===== config.mk =====
export PLATFORM = sky130hd
export DESIGN_NAME = occfg_top
export DESIGN_NICKNAME = d
export VERILOG_FILES = /design/src/logic/occfg_pkg.sv /design/src/logic/occfg_top.sv /design/src/logic/occfg_bitrx.sv
export VERILOG_INCLUDE_DIRS = /design/src /design/src/logic
export SDC_FILE = /design/constraint.sdc
export NUM_CORES = 1
export LEC_CHECK = 0
export BUFFER_PORTS_ARGS = -buffer_cell sky130_fd_sc_hd__buf_2
export CAP_MARGIN = 20
export CORE_MARGIN = 4
export CORE_UTILIZATION = 35
export CTS_BUF_LIST = sky130_fd_sc_hd__clkbuf_16
export CTS_CLUSTER_DIAMETER = 150
export DETAILED_ROUTE_END_ITERATION = 8
export GPL_TIMING_DRIVEN = 0
export PLACE_DENSITY = 0.51
export SETUP_SLACK_MARGIN = 0.5
export SLEW_MARGIN = 20
export SYNTH_ARGS = -nofsm -noshare
export SYNTH_HDL_FRONTEND = slang
export SYNTH_SLANG_ARGS = --single-unit

===== constraint.sdc =====
create_clock -name CLK_SYS -period 2.3 [get_ports CLK_SYS]
set_input_delay 0.115 -clock CLK_SYS [delete_from_list [all_inputs] [get_ports CLK_SYS]]
set_output_delay 0.115 -clock CLK_SYS [all_outputs]
set_load 0.005 [all_outputs]

===== src/logic/occfg_cfg.svh =====
// offsets, field positions, reset values and frame counts of the output configuration block
`ifndef OCCFG_CFG_SVH
`define OCCFG_CFG_SVH

`define OCCFG_CFG_ADDR     4'h1
`define OCCFG_CFG_RESET    16'hb2ff
`define OCCFG_BIT_STAB     12
`define OCCFG_BIT_PHASE    11
`define OCCFG_BIT_SDR      10
`define OCCFG_BIT_SWING    9
`define OCCFG_BIT_EDGE     8
`define OCCFG_RST_STAB     1'h1
`define OCCFG_RST_PHASE    1'h0
`define OCCFG_RST_SDR      1'h0
`define OCCFG_RST_SWING    1'h1
`define OCCFG_RST_EDGE     1'h0
`define OCCFG_RST_LAUNCH   2'h0
`define OCCFG_HDR_PATTERN  8'ha5
`define OCCFG_HDR_LAST     5'h07
`define OCCFG_ADDR_LAST    5'h03
`define OCCFG_DATA_LAST    5'h0f

`endif


===== src/logic/occfg_pkg.sv =====
// types shared by the output configuration block
package occfg_pkg;

  typedef enum logic [2:0] {
    ST_IDLE   = 3'b000,
    ST_HEADER = 3'b001,
    ST_ADDR   = 3'b010,
    ST_DATA   = 3'b011,
    ST_DONE   = 3'b100,
    ST_DROP   = 3'b101
  } occfg_state_e;

  typedef enum logic [1:0] {
    LM_DDR_ALIGN  = 2'b00,
    LM_DDR_CENTER = 2'b01,
    LM_SDR_FALL   = 2'b10,
    LM_SDR_RISE   = 2'b11
  } occfg_launch_e;

endpackage


===== src/logic/occfg_top.sv =====
// output configuration register with its serial write port and output settings
`timescale 1ns/1ps
`include "occfg_cfg.svh"

module occfg_top (
  input  wire logic       CLK_SYS,
  input  wire logic       RST_B,
  input  wire logic       SCLK,
  input  wire logic       SCS_B,
  input  wire logic       SDATA,
  input  wire logic       EXT_MODE,
  input  wire logic       SWING_SELECT_PIN,
  input  wire logic       EDGE_SELECT_PIN,
  output logic            DUTY_STABILIZER_ENABLE,
  output logic            DDR_CLOCK_PHASE_SELECT,
  output logic            DOUBLE_RATE_DISABLE,
  output logic            OUTPUT_SWING_SELECT,
  output logic            OUTPUT_EDGE_SELECT,
  output logic [1:0]      LAUNCH_MODE,
  output logic            WRITE_STROBE
);

  logic                   bit_stb;
  logic                   bit_val;
  logic                   frm_open;
  logic                   frm_close;

  occfg_pkg::occfg_state_e state_r;
  occfg_pkg::occfg_state_e state_nxt;
  logic [4:0]             cnt_r;
  logic [4:0]             cnt_nxt;
  logic [15:0]            shreg_r;
  logic [15:0]            shreg_nxt;
  logic [3:0]             addr_r;
  logic [3:0]             addr_nxt;
  logic [15:0]            cfg_r;
  logic [15:0]            cfg_nxt;
  logic                   wstb_nxt;

  logic                   stab_r;
  logic                   phase_r;
  logic                   sdr_r;
  logic                   swing_r;
  logic                   edge_r;
  logic [1:0]             launch_r;
  logic                   wstb_r;
  logic                   stab_nxt;
  logic                   phase_nxt;
  logic                   sdr_nxt;
  logic                   swing_nxt;
  logic                   edge_nxt;
  occfg_pkg::occfg_launch_e launch_nxt;

  // register bit in extended mode, pin level or power-on value in normal mode
  function automatic logic pick(input logic ext, input logic reg_bit, input logic pin_bit);
    pick = ext ? reg_bit : pin_bit;
  endfunction

  // one serial bit into the low end of the shift image
  function automatic logic [15:0] shift_in(input logic [15:0] img, input logic b);
    shift_in = {img[14:0], b};
  endfunction

  // frame position step; wraps are prevented by the field limits
  function automatic logic [4:0] bump(input logic [4:0] n);
    bump = n + 5'h01;
  endfunction

  occfg_bitrx u_bitrx (
    .clk       (CLK_SYS),
    .rst_b     (RST_B),
    .sclk      (SCLK),
    .scs_b     (SCS_B),
    .sdata     (SDATA),
    .bit_stb   (bit_stb),
    .bit_val   (bit_val),
    .frm_open  (frm_open),
    .frm_close (frm_close)
  );

  // frame parser: header, address, data, then wait for select to rise
  always_comb begin
    state_nxt = state_r;
    cnt_nxt   = cnt_r;
    shreg_nxt = shreg_r;
    addr_nxt  = addr_r;
    cfg_nxt   = cfg_r;
    wstb_nxt  = 1'h0;
    if (frm_close) begin
      // only a frame of exactly the full length commits
      if (state_r == occfg_pkg::ST_DONE && addr_r == `OCCFG_CFG_ADDR) begin
        cfg_nxt  = shreg_r;
        wstb_nxt = 1'h1;
      end
      // other addresses end here with no effect on the settings
      state_nxt = occfg_pkg::ST_IDLE;
    end else if (frm_open) begin
      state_nxt = occfg_pkg::ST_HEADER;
      cnt_nxt   = 5'h00;
      shreg_nxt = 16'h0000;
    end else if (bit_stb) begin
      unique case (state_r)
        occfg_pkg::ST_IDLE: begin
          state_nxt = occfg_pkg::ST_IDLE;
        end
        occfg_pkg::ST_HEADER: begin
          shreg_nxt = shift_in(shreg_r, bit_val);
          cnt_nxt   = bump(cnt_r);
          if (cnt_r == `OCCFG_HDR_LAST) begin
            cnt_nxt = 5'h00;
            if ({shreg_r[6:0], bit_val} == `OCCFG_HDR_PATTERN) begin
              state_nxt = occfg_pkg::ST_ADDR;
            end else begin
              state_nxt = occfg_pkg::ST_DROP;
            end
          end
        end
        occfg_pkg::ST_ADDR: begin
          addr_nxt = {addr_r[2:0], bit_val};
          cnt_nxt  = bump(cnt_r);
          if (cnt_r == `OCCFG_ADDR_LAST) begin
            cnt_nxt   = 5'h00;
            state_nxt = occfg_pkg::ST_DATA;
          end
        end
        occfg_pkg::ST_DATA: begin
          shreg_nxt = shift_in(shreg_r, bit_val);
          cnt_nxt   = bump(cnt_r);
          if (cnt_r == `OCCFG_DATA_LAST) begin
            cnt_nxt   = 5'h00;
            state_nxt = occfg_pkg::ST_DONE;
          end
        end
        occfg_pkg::ST_DONE: begin
          // an overlong frame is thrown away rather than half applied
          state_nxt = occfg_pkg::ST_DROP;
        end
        occfg_pkg::ST_DROP: begin
          state_nxt = occfg_pkg::ST_DROP;
        end
        default: begin
          state_nxt = occfg_pkg::ST_IDLE;
        end
      endcase
    end
  end

  // the fixed bits are the writer's duty and are stored as sent
  // no read path exists: only the setting bits of the stored image reach the ports, and only in extended mode
  always_ff @(posedge CLK_SYS or negedge RST_B) begin
    if (!RST_B) begin
      state_r <= occfg_pkg::ST_IDLE;
      cnt_r   <= 5'h00;
      shreg_r <= 16'h0000;
      addr_r  <= 4'h0;
      cfg_r   <= `OCCFG_CFG_RESET;
      wstb_r  <= 1'h0;
    end else begin
      state_r <= state_nxt;
      cnt_r   <= cnt_nxt;
      shreg_r <= shreg_nxt;
      addr_r  <= addr_nxt;
      cfg_r   <= cfg_nxt;
      wstb_r  <= wstb_nxt;
    end
  end

  // effective settings; normal mode uses pins or the power-on values
  always_comb begin
    stab_nxt  = pick(EXT_MODE, cfg_r[`OCCFG_BIT_STAB], `OCCFG_RST_STAB);
    sdr_nxt   = pick(EXT_MODE, cfg_r[`OCCFG_BIT_SDR], `OCCFG_RST_SDR);
    // phase forced to aligned in single rate, where it means nothing
    phase_nxt = pick(EXT_MODE, cfg_r[`OCCFG_BIT_PHASE], `OCCFG_RST_PHASE)
                & ~sdr_nxt;
    swing_nxt = pick(EXT_MODE, cfg_r[`OCCFG_BIT_SWING], SWING_SELECT_PIN);
    edge_nxt  = pick(EXT_MODE, cfg_r[`OCCFG_BIT_EDGE], EDGE_SELECT_PIN);
    if (sdr_nxt) begin
      launch_nxt = edge_nxt ? occfg_pkg::LM_SDR_RISE : occfg_pkg::LM_SDR_FALL;
    end else begin
      launch_nxt = phase_nxt ? occfg_pkg::LM_DDR_CENTER : occfg_pkg::LM_DDR_ALIGN;
    end
  end

  // settings are registered so every output comes from a flop
  always_ff @(posedge CLK_SYS or negedge RST_B) begin
    if (!RST_B) begin
      stab_r   <= `OCCFG_RST_STAB;
      phase_r  <= `OCCFG_RST_PHASE;
      sdr_r    <= `OCCFG_RST_SDR;
      swing_r  <= `OCCFG_RST_SWING;
      edge_r   <= `OCCFG_RST_EDGE;
      launch_r <= `OCCFG_RST_LAUNCH;
    end else begin
      stab_r   <= stab_nxt;
      phase_r  <= phase_nxt;
      sdr_r    <= sdr_nxt;
      swing_r  <= swing_nxt;
      edge_r   <= edge_nxt;
      launch_r <= launch_nxt;
    end
  end

  assign DUTY_STABILIZER_ENABLE = stab_r;
  assign DDR_CLOCK_PHASE_SELECT = phase_r;
  assign DOUBLE_RATE_DISABLE    = sdr_r;
  assign OUTPUT_SWING_SELECT    = swing_r;
  assign OUTPUT_EDGE_SELECT     = edge_r;
  assign LAUNCH_MODE            = launch_r;
  assign WRITE_STROBE           = wstb_r;

endmodule // occfg_top


===== src/logic/occfg_bitrx.sv =====
// serial pin front end: bit strobes and frame open and close pulses
`timescale 1ns/1ps
module occfg_bitrx (
  input  wire logic clk,
  input  wire logic rst_b,
  input  wire logic sclk,
  input  wire logic scs_b,
  input  wire logic sdata,
  output logic      bit_stb,
  output logic      bit_val,
  output logic      frm_open,
  output logic      frm_close
);

  logic sclk_prev_r;
  logic scs_prev_r;
  logic bit_stb_r;
  logic bit_val_r;
  logic frm_open_r;
  logic frm_close_r;
  logic bit_stb_nxt;
  logic bit_val_nxt;
  logic frm_open_nxt;
  logic frm_close_nxt;

  // data is taken on the serial clock rising edge while select is low
  always_comb begin
    bit_stb_nxt   = sclk & ~sclk_prev_r & ~scs_b & ~scs_prev_r;
    bit_val_nxt   = sdata;
    frm_open_nxt  = ~scs_b & scs_prev_r;
    frm_close_nxt = scs_b & ~scs_prev_r;
  end

  always_ff @(posedge clk or negedge rst_b) begin
    if (!rst_b) begin
      sclk_prev_r <= 1'h0;
      scs_prev_r  <= 1'h1;
      bit_stb_r   <= 1'h0;
      bit_val_r   <= 1'h0;
      frm_open_r  <= 1'h0;
      frm_close_r <= 1'h0;
    end else begin
      sclk_prev_r <= sclk;
      scs_prev_r  <= scs_b;
      bit_stb_r   <= bit_stb_nxt;
      bit_val_r   <= bit_val_nxt;
      frm_open_r  <= frm_open_nxt;
      frm_close_r <= frm_close_nxt;
    end
  end

  assign bit_stb   = bit_stb_r;
  assign bit_val   = bit_val_r;
  assign frm_open  = frm_open_r;
  assign frm_close = frm_close_r;

endmodule // occfg_bitrx


==> impl_metrics.ini, run 1 <==
[run_status]
outcome = complete, but fails checks
violations = negative hold slack

[pwr]
combPwrFrac = 0.064
switching_power_uw = 378
netSwitchingFraction = 0.205
leakage_uw = 0.00110
internal-power_uw = 1460
ir_worst_vdd_v = 0.000438
seq_power_share = 0.446
p_clk_frac = 0.490
power.density_mw_per_mm2 = 742

[timing]
finalHoldViolations = 25
rsz0062_at_grt = true
finalMaxSlewViolations = 0
maxSlewHeadroom = 0.364
setup_viol = 0
min_period_ps = 1810
fmax_mhz = 552
finalSetupTns_ps = 0
fin_crit_sh = 0.787
whs_ps = -11.6
worst_pin_slew_ps = 955
skew_ps = 4.56

[detailed_routing]
drc_errors = 0
drtAntennaViolNets = 0
wl_per_cell_microns = 13.7
drt-initial-drc-count = 83
vias = 1448
vias_per_cell = 4.98
routed_wl_microns = 3980
dr.pass1.iters = 4

[worst_hold_path]
hold_path_class = in -> async

[setup_path]
crit_end = state_r[1]
cp_slowest_cell = or4b_4
r2r-start = cnt_r[1]
cp-end-kind = flip-flop
r2r_slack_ps = 490
worstReg2RegEnd = state_r[1]
cp_cell_sequence = ha_4, or3b_4, o21ai_2, or4b_4, a21boi_1
reg2regPathDepth = 5
startpoint = cnt_r[1]
arrival_ps = 2020
start_kind = flip-flop
critPathKind = reg -> reg
slowest_delay_ps = 460
critPathMaxFanout = 6
cp_data_required_time_ps = 2510

[clock_network]
clock-root-buffer = clkbuf_16
cts_buffer_depth = 2
clk_latency_ps = 280
tritoncts = built
cts_inserted_buffers = 5
htreeDepth = 2
cts_sinks = 43
path_clk_slew_ps = 60

[logic_synthesis]
yosys_warnings = 0
synth.avg_cell_area_sq_um = 10.6
synth_edf_count = 0
synth-async-reset-ratio = 1.00
ys_ff_latch = 43
yosysUniqueCellTypes = 47
synth_top_area_share = 0.471
yosysMostFrequentCell = dfrtp_1
synth_cells = 191
ys_dominant_reg_cell = dfrtp_1
yosys.area.top_type = dfrtp_1
synth.area.top_cells = dfrtp_1, dfstp_2, nand2b_1, mux2_2, nand2_1
netlist_area_sq_mm = 0.00202
yosys-top-cells-count = dfrtp_1, nand2b_1, nand2_1, o21ai_0, inv_1
syn_nets = 202
ys_seq_area_frac = 0.537

[job]
drv_cap = 0

[global_route]
grt_max_degree = 44
antenna_found_initial = 0
grt_pass1_vias = 1433
grt.overflow.total = 0
track_usage = 0.122
grt_pass1_wl_microns = 6980

[floorplanning]
rows = 27
initial_core_util = 0.364
die_h_microns = 83.9
io_pins = 16
dieWidth_microns = 83.9
dieArea_sq_mm = 0.00704
fp.coreArea_sq_mm = 0.00554

[cells_and_area]
nets = 229
syn2layout_area_growth_pct = 23.0
drive_above_1_share = 0.251
finalInstanceArea_sq_mm = 0.00248
fin_util = 0.448
n_antenna_cell = 0

[placed_design]
gp_congestion = 0.794
port_buffers = 15
placed_area_sq_mm = 0.00218
dp_hpwl_microns = 2640
==> per-layer routing <==
| layer | vias up | GRT usage | wire length, microns |
|---|---|---|---|
| li1 | 718 | - | - |
| met1 | 707 | 0.172 | 1990 |
| met2 | 18 | 0.179 | 1800 |
| met3 | 5 | 0.0296 | 141 |
| met4 | 0 | 0.0482 | 48 |
| met5 | - | 0 | 0 |
==> worst min-delay path by stage <==
stage,cells after the start,end,slack [ps]
after floorplan,0,DDR_CLOCK_PHASE_SELECT,-180
after global placement,1,u_bitrx.bit_val,220
after detailed placement,1,u_bitrx.bit_val,220
after CTS,2,DUTY_STABILIZER_ENABLE,20
after global routing,2,DUTY_STABILIZER_ENABLE,30
final,1,shreg_r[8],-10
==> logic make-up after synthesis <==
| kind of cell | Yosys count | synth area share |
|---|---|---|
| adder cells (fa/ha/maj) | 3 | 0.0186 |
| buffers and inverters | 19 | 0.0391 |
| AND/OR/NAND/NOR | 70 | 0.205 |
| multiplexers | 11 | 0.0614 |
| flip-flops | 43 | 0.537 |
| AO/OA/AOI/OAI | 44 | 0.135 |
| XOR/XNOR | 1 | 0.00434 |
==> state kept, by name (all words and copies together) (netlist names), 2 cells and up <==
name / count
LAUNCH_MODE: 2
shreg_r: 13
addr_r: 4
cfg_r: 5
cnt_r: 5
state_r: 3
==> cells in the final DEF, fill, tap and decap left out, drive strengths merged, types with 2 or more instances in the layout <==
cell type     n
nand3         3
nand2b       22
buf          21
ha            3
inv           8
mux2         11
o211ai        2
dfrtp        38
clkbuf       12
nor2          3
nor4bb        3
a211oi        2
bufinv        2
o21bai        2
dfstp         5
nor4b         3
o21ai        21
dlygate4sd3   3
or2           2
a21oi         5
nand2        20
nor2b         4
==> power groups by stage <==
stage / logic, uW / registers, uW / clock network, uW
floorplan: 69.2 / 826 / 0
global placement: 112 / 832 / 0
detailed placement: 114 / 832 / 0
CTS: 119 / 820 / 929
global route: 136 / 826 / 958
finish: 118 / 821 / 901
==> cell type report <==
cell class	instances	area, sq um
fill	541	3060
sequential	43	1080
multi-input combinational	129	901
clock buffer	5	125
timing repair buffer	20	120
tap	72	90.1
clock inverter	3	67.6
buffer	11	62.6
inverter	8	30.0
==> per-stage QoR <==
| stage | instances | worst slack (ps) | total power [uW] |
|---|---|---|---|
| floorplan | 191 | 523 | 895 |
| global placement | 278 | 217 | 944 |
| detailed placement | 278 | 239 | 947 |
| CTS | 289 | 443 | 1870 |
| global route | 291 | 394 | 1920 |
| finish | 291 | 490 | 1840 |
==> worst max-delay path, delay by kind of cell (launching register included) <==
kind | cells | cell delay [ps]
adder cells (fa/ha/maj) | 1 | 190
flip-flops | 1 | 420
AO/OA/AOI/OAI | 2 | 260
AND/OR/NAND/NOR | 2 | 860
==> timing repair <==
action,4_1_cts,5_1_grt
hold buffers,3,0
hold endpoints to repair,3,0
gates resized for setup,7,16
buffers inserted,0,2
endpoints found under the setup margin,13,22
pin swaps,0,3
Power figures use the tool's default switching activity.
==> run 2: changes to the inputs <==
- clock period: 2.3 -> 1.9 ns (I/O delays scaled with it)
==> run 2 against run 1 <==
  * Routed wire length is 13% higher
  * Largest power group unchanged
  * The run now ends clean
  * Highest routed layer unchanged
  * Die area stayed put
  * Clock-buffer cell count stayed put
  * Core utilization is 4.5 points higher
==> impl_metrics.ini, run 2 (synthesized netlist as in run 1, its figures left out) <==
[run_status]
outcome = completed

[timing]
maxSlewHeadroom = 0.611
finalHoldViolations = 0
skew_ps = 2.61
worst_pin_slew_ps = 584
setup_viol = 0
fin_crit_sh = 0.896
fmax_mhz = 587
finalMaxSlewViolations = 0
rsz0062_at_grt = true
finalSetupTns_ps = 0
min_period_ps = 1700

[clock_network]
cts_inserted_buffers = 5
tritoncts = built
cts_buffer_depth = 2
path_clk_slew_ps = 60
cts_sinks = 43
htreeDepth = 2
clock-root-buffer = clkbuf_16
clk_latency_ps = 280

[worst_hold_path]
hold_path_class = in -> reg
min_from = EXT_MODE
hold_path_depth = 2
hold_path_end = DUTY_STABILIZER_ENABLE

[job]
drv_cap = 0

[setup_path]
r2r-start = cnt_r[0]
cp_data_required_time_ps = 2110
arrival_ps = 1910
start_kind = flip-flop
critPathKind = reg -> reg
critPathMaxFanout = 3
reg2regPathDepth = 5
cp-end-kind = flip-flop
worstReg2RegEnd = state_r[1]
r2r_slack_ps = 200

[pwr]
ir_worst_vdd_v = 0.000415
power.density_mw_per_mm2 = 828
leakage_uw = 0.00123

[floorplanning]
rows = 27
io_pins = 16
dieArea_sq_mm = 0.00704
die_h_microns = 83.9
dieWidth_microns = 83.9
initial_core_util = 0.364
fp.coreArea_sq_mm = 0.00554

[detailed_routing]
drc_errors = 0
dr.pass1.iters = 4
routed_wl_microns = 4490
drt-initial-drc-count = 26
wl_per_cell_microns = 14.7
vias = 1534
drtAntennaViolNets = 0
vias_per_cell = 5.03

[global_route]
antenna_found_initial = 0
grt_pass1_wl_microns = 7530
grt.overflow.total = 0
grt_pass1_vias = 1635
track_usage = 0.134
grt_max_degree = 44

[cells_and_area]
final_cell_mix = dfrtp_1, nand2b_1, nand2_1, buf_4, buf_2
top_register = shreg_r
top_regs = shreg_r x13, cfg_r x5, cnt_r x5
largest_reg_flops = 13
drive_above_1_share = 0.361
fin_util = 0.493
nets = 243
n_antenna_cell = 0
layout_commonest_cell = dfrtp_1
syn2layout_area_growth_pct = 35.3

[placed_design]
dp_hpwl_microns = 2900
gp_congestion = 0.819
port_buffers = 15
-- run 2: where the power goes --
| part | internal [uW] | switching (uW) | leakage, uW |
|---|---|---|---|
| logic | 85.2 | 95.4 | 0.000565 |
| clock network | 748 | 334 | 0.0000952 |
| registers | 960 | 37.5 | 0.000569 |
| total | 1790 | 467 | 0.00123 |
-- run 2: critical path, stage by stage (launching register included) --
cell and delay (ps):
dfrtp_1 390, ha_4 160, or3b_4 390, o21ai_2 130, or4b_1 440, a21boi_1 130
-- run 2: final cells by class --
type,count,area (sq um)
repair buffers,34,248
clock buffers,5,125
flip-flops and latches,43,1080
clock inverters,3,63.8
well taps,72,90.1
inverters,8,30.0
fillers,510,2810
plain buffers,11,91.3
multi-input cells,129,998
-- run 2: per-layer routing --
layer	global-route usage	vias up	routed length, microns
met5	0	-	0
met1	0.167	750	2090
met4	0.0658	0	116
met2	0.212	28	2090
li1	-	745	-
met3	0.0375	11	193
-- run 2: how the worst max path moves through the flow --
stage | endpoint | depth (start not counted) | slack, ps | start
2_1_floorplan | state_r[1] | 5 | 230 | cnt_r[1]
3_3_place_gp | state_r[1] | 5 | 150 | cnt_r[1]
3_5_place_dp | shreg_r[5] | 4 | 140 | state_r[0]
4_1_cts | state_r[1] | 5 | 190 | cnt_r[0]
5_1_grt | state_r[1] | 5 | 120 | cnt_r[0]
6_report | state_r[1] | 5 | 200 | cnt_r[0]
-- run 2: repair_timing --
item                                    CTS  global route
endpoints found under the setup margin   30            30
gates resized for setup                  21             4
hold buffers                              4             0
pin swaps                                 4             2
endpoints found under the hold margin    27             0
setup buffers                            10             4
-- run 2: through the flow --
stage / std cells / hold slack (ps) / setup WS (ps) / area [sq um] / total power [uW]
after global placement: 278 / 206 / 150 / 2260 / 1140
after floorplan: 191 / -201 / 233 / 2100 / 1090
after CTS: 300 / 14.3 / 190 / 2660 / 2270
after detailed placement: 278 / 204 / 138 / 2260 / 1150
after global routing: 305 / 18.4 / 120 / 2730 / 2350
final: 305 / 18.6 / 197 / 2730 / 2260
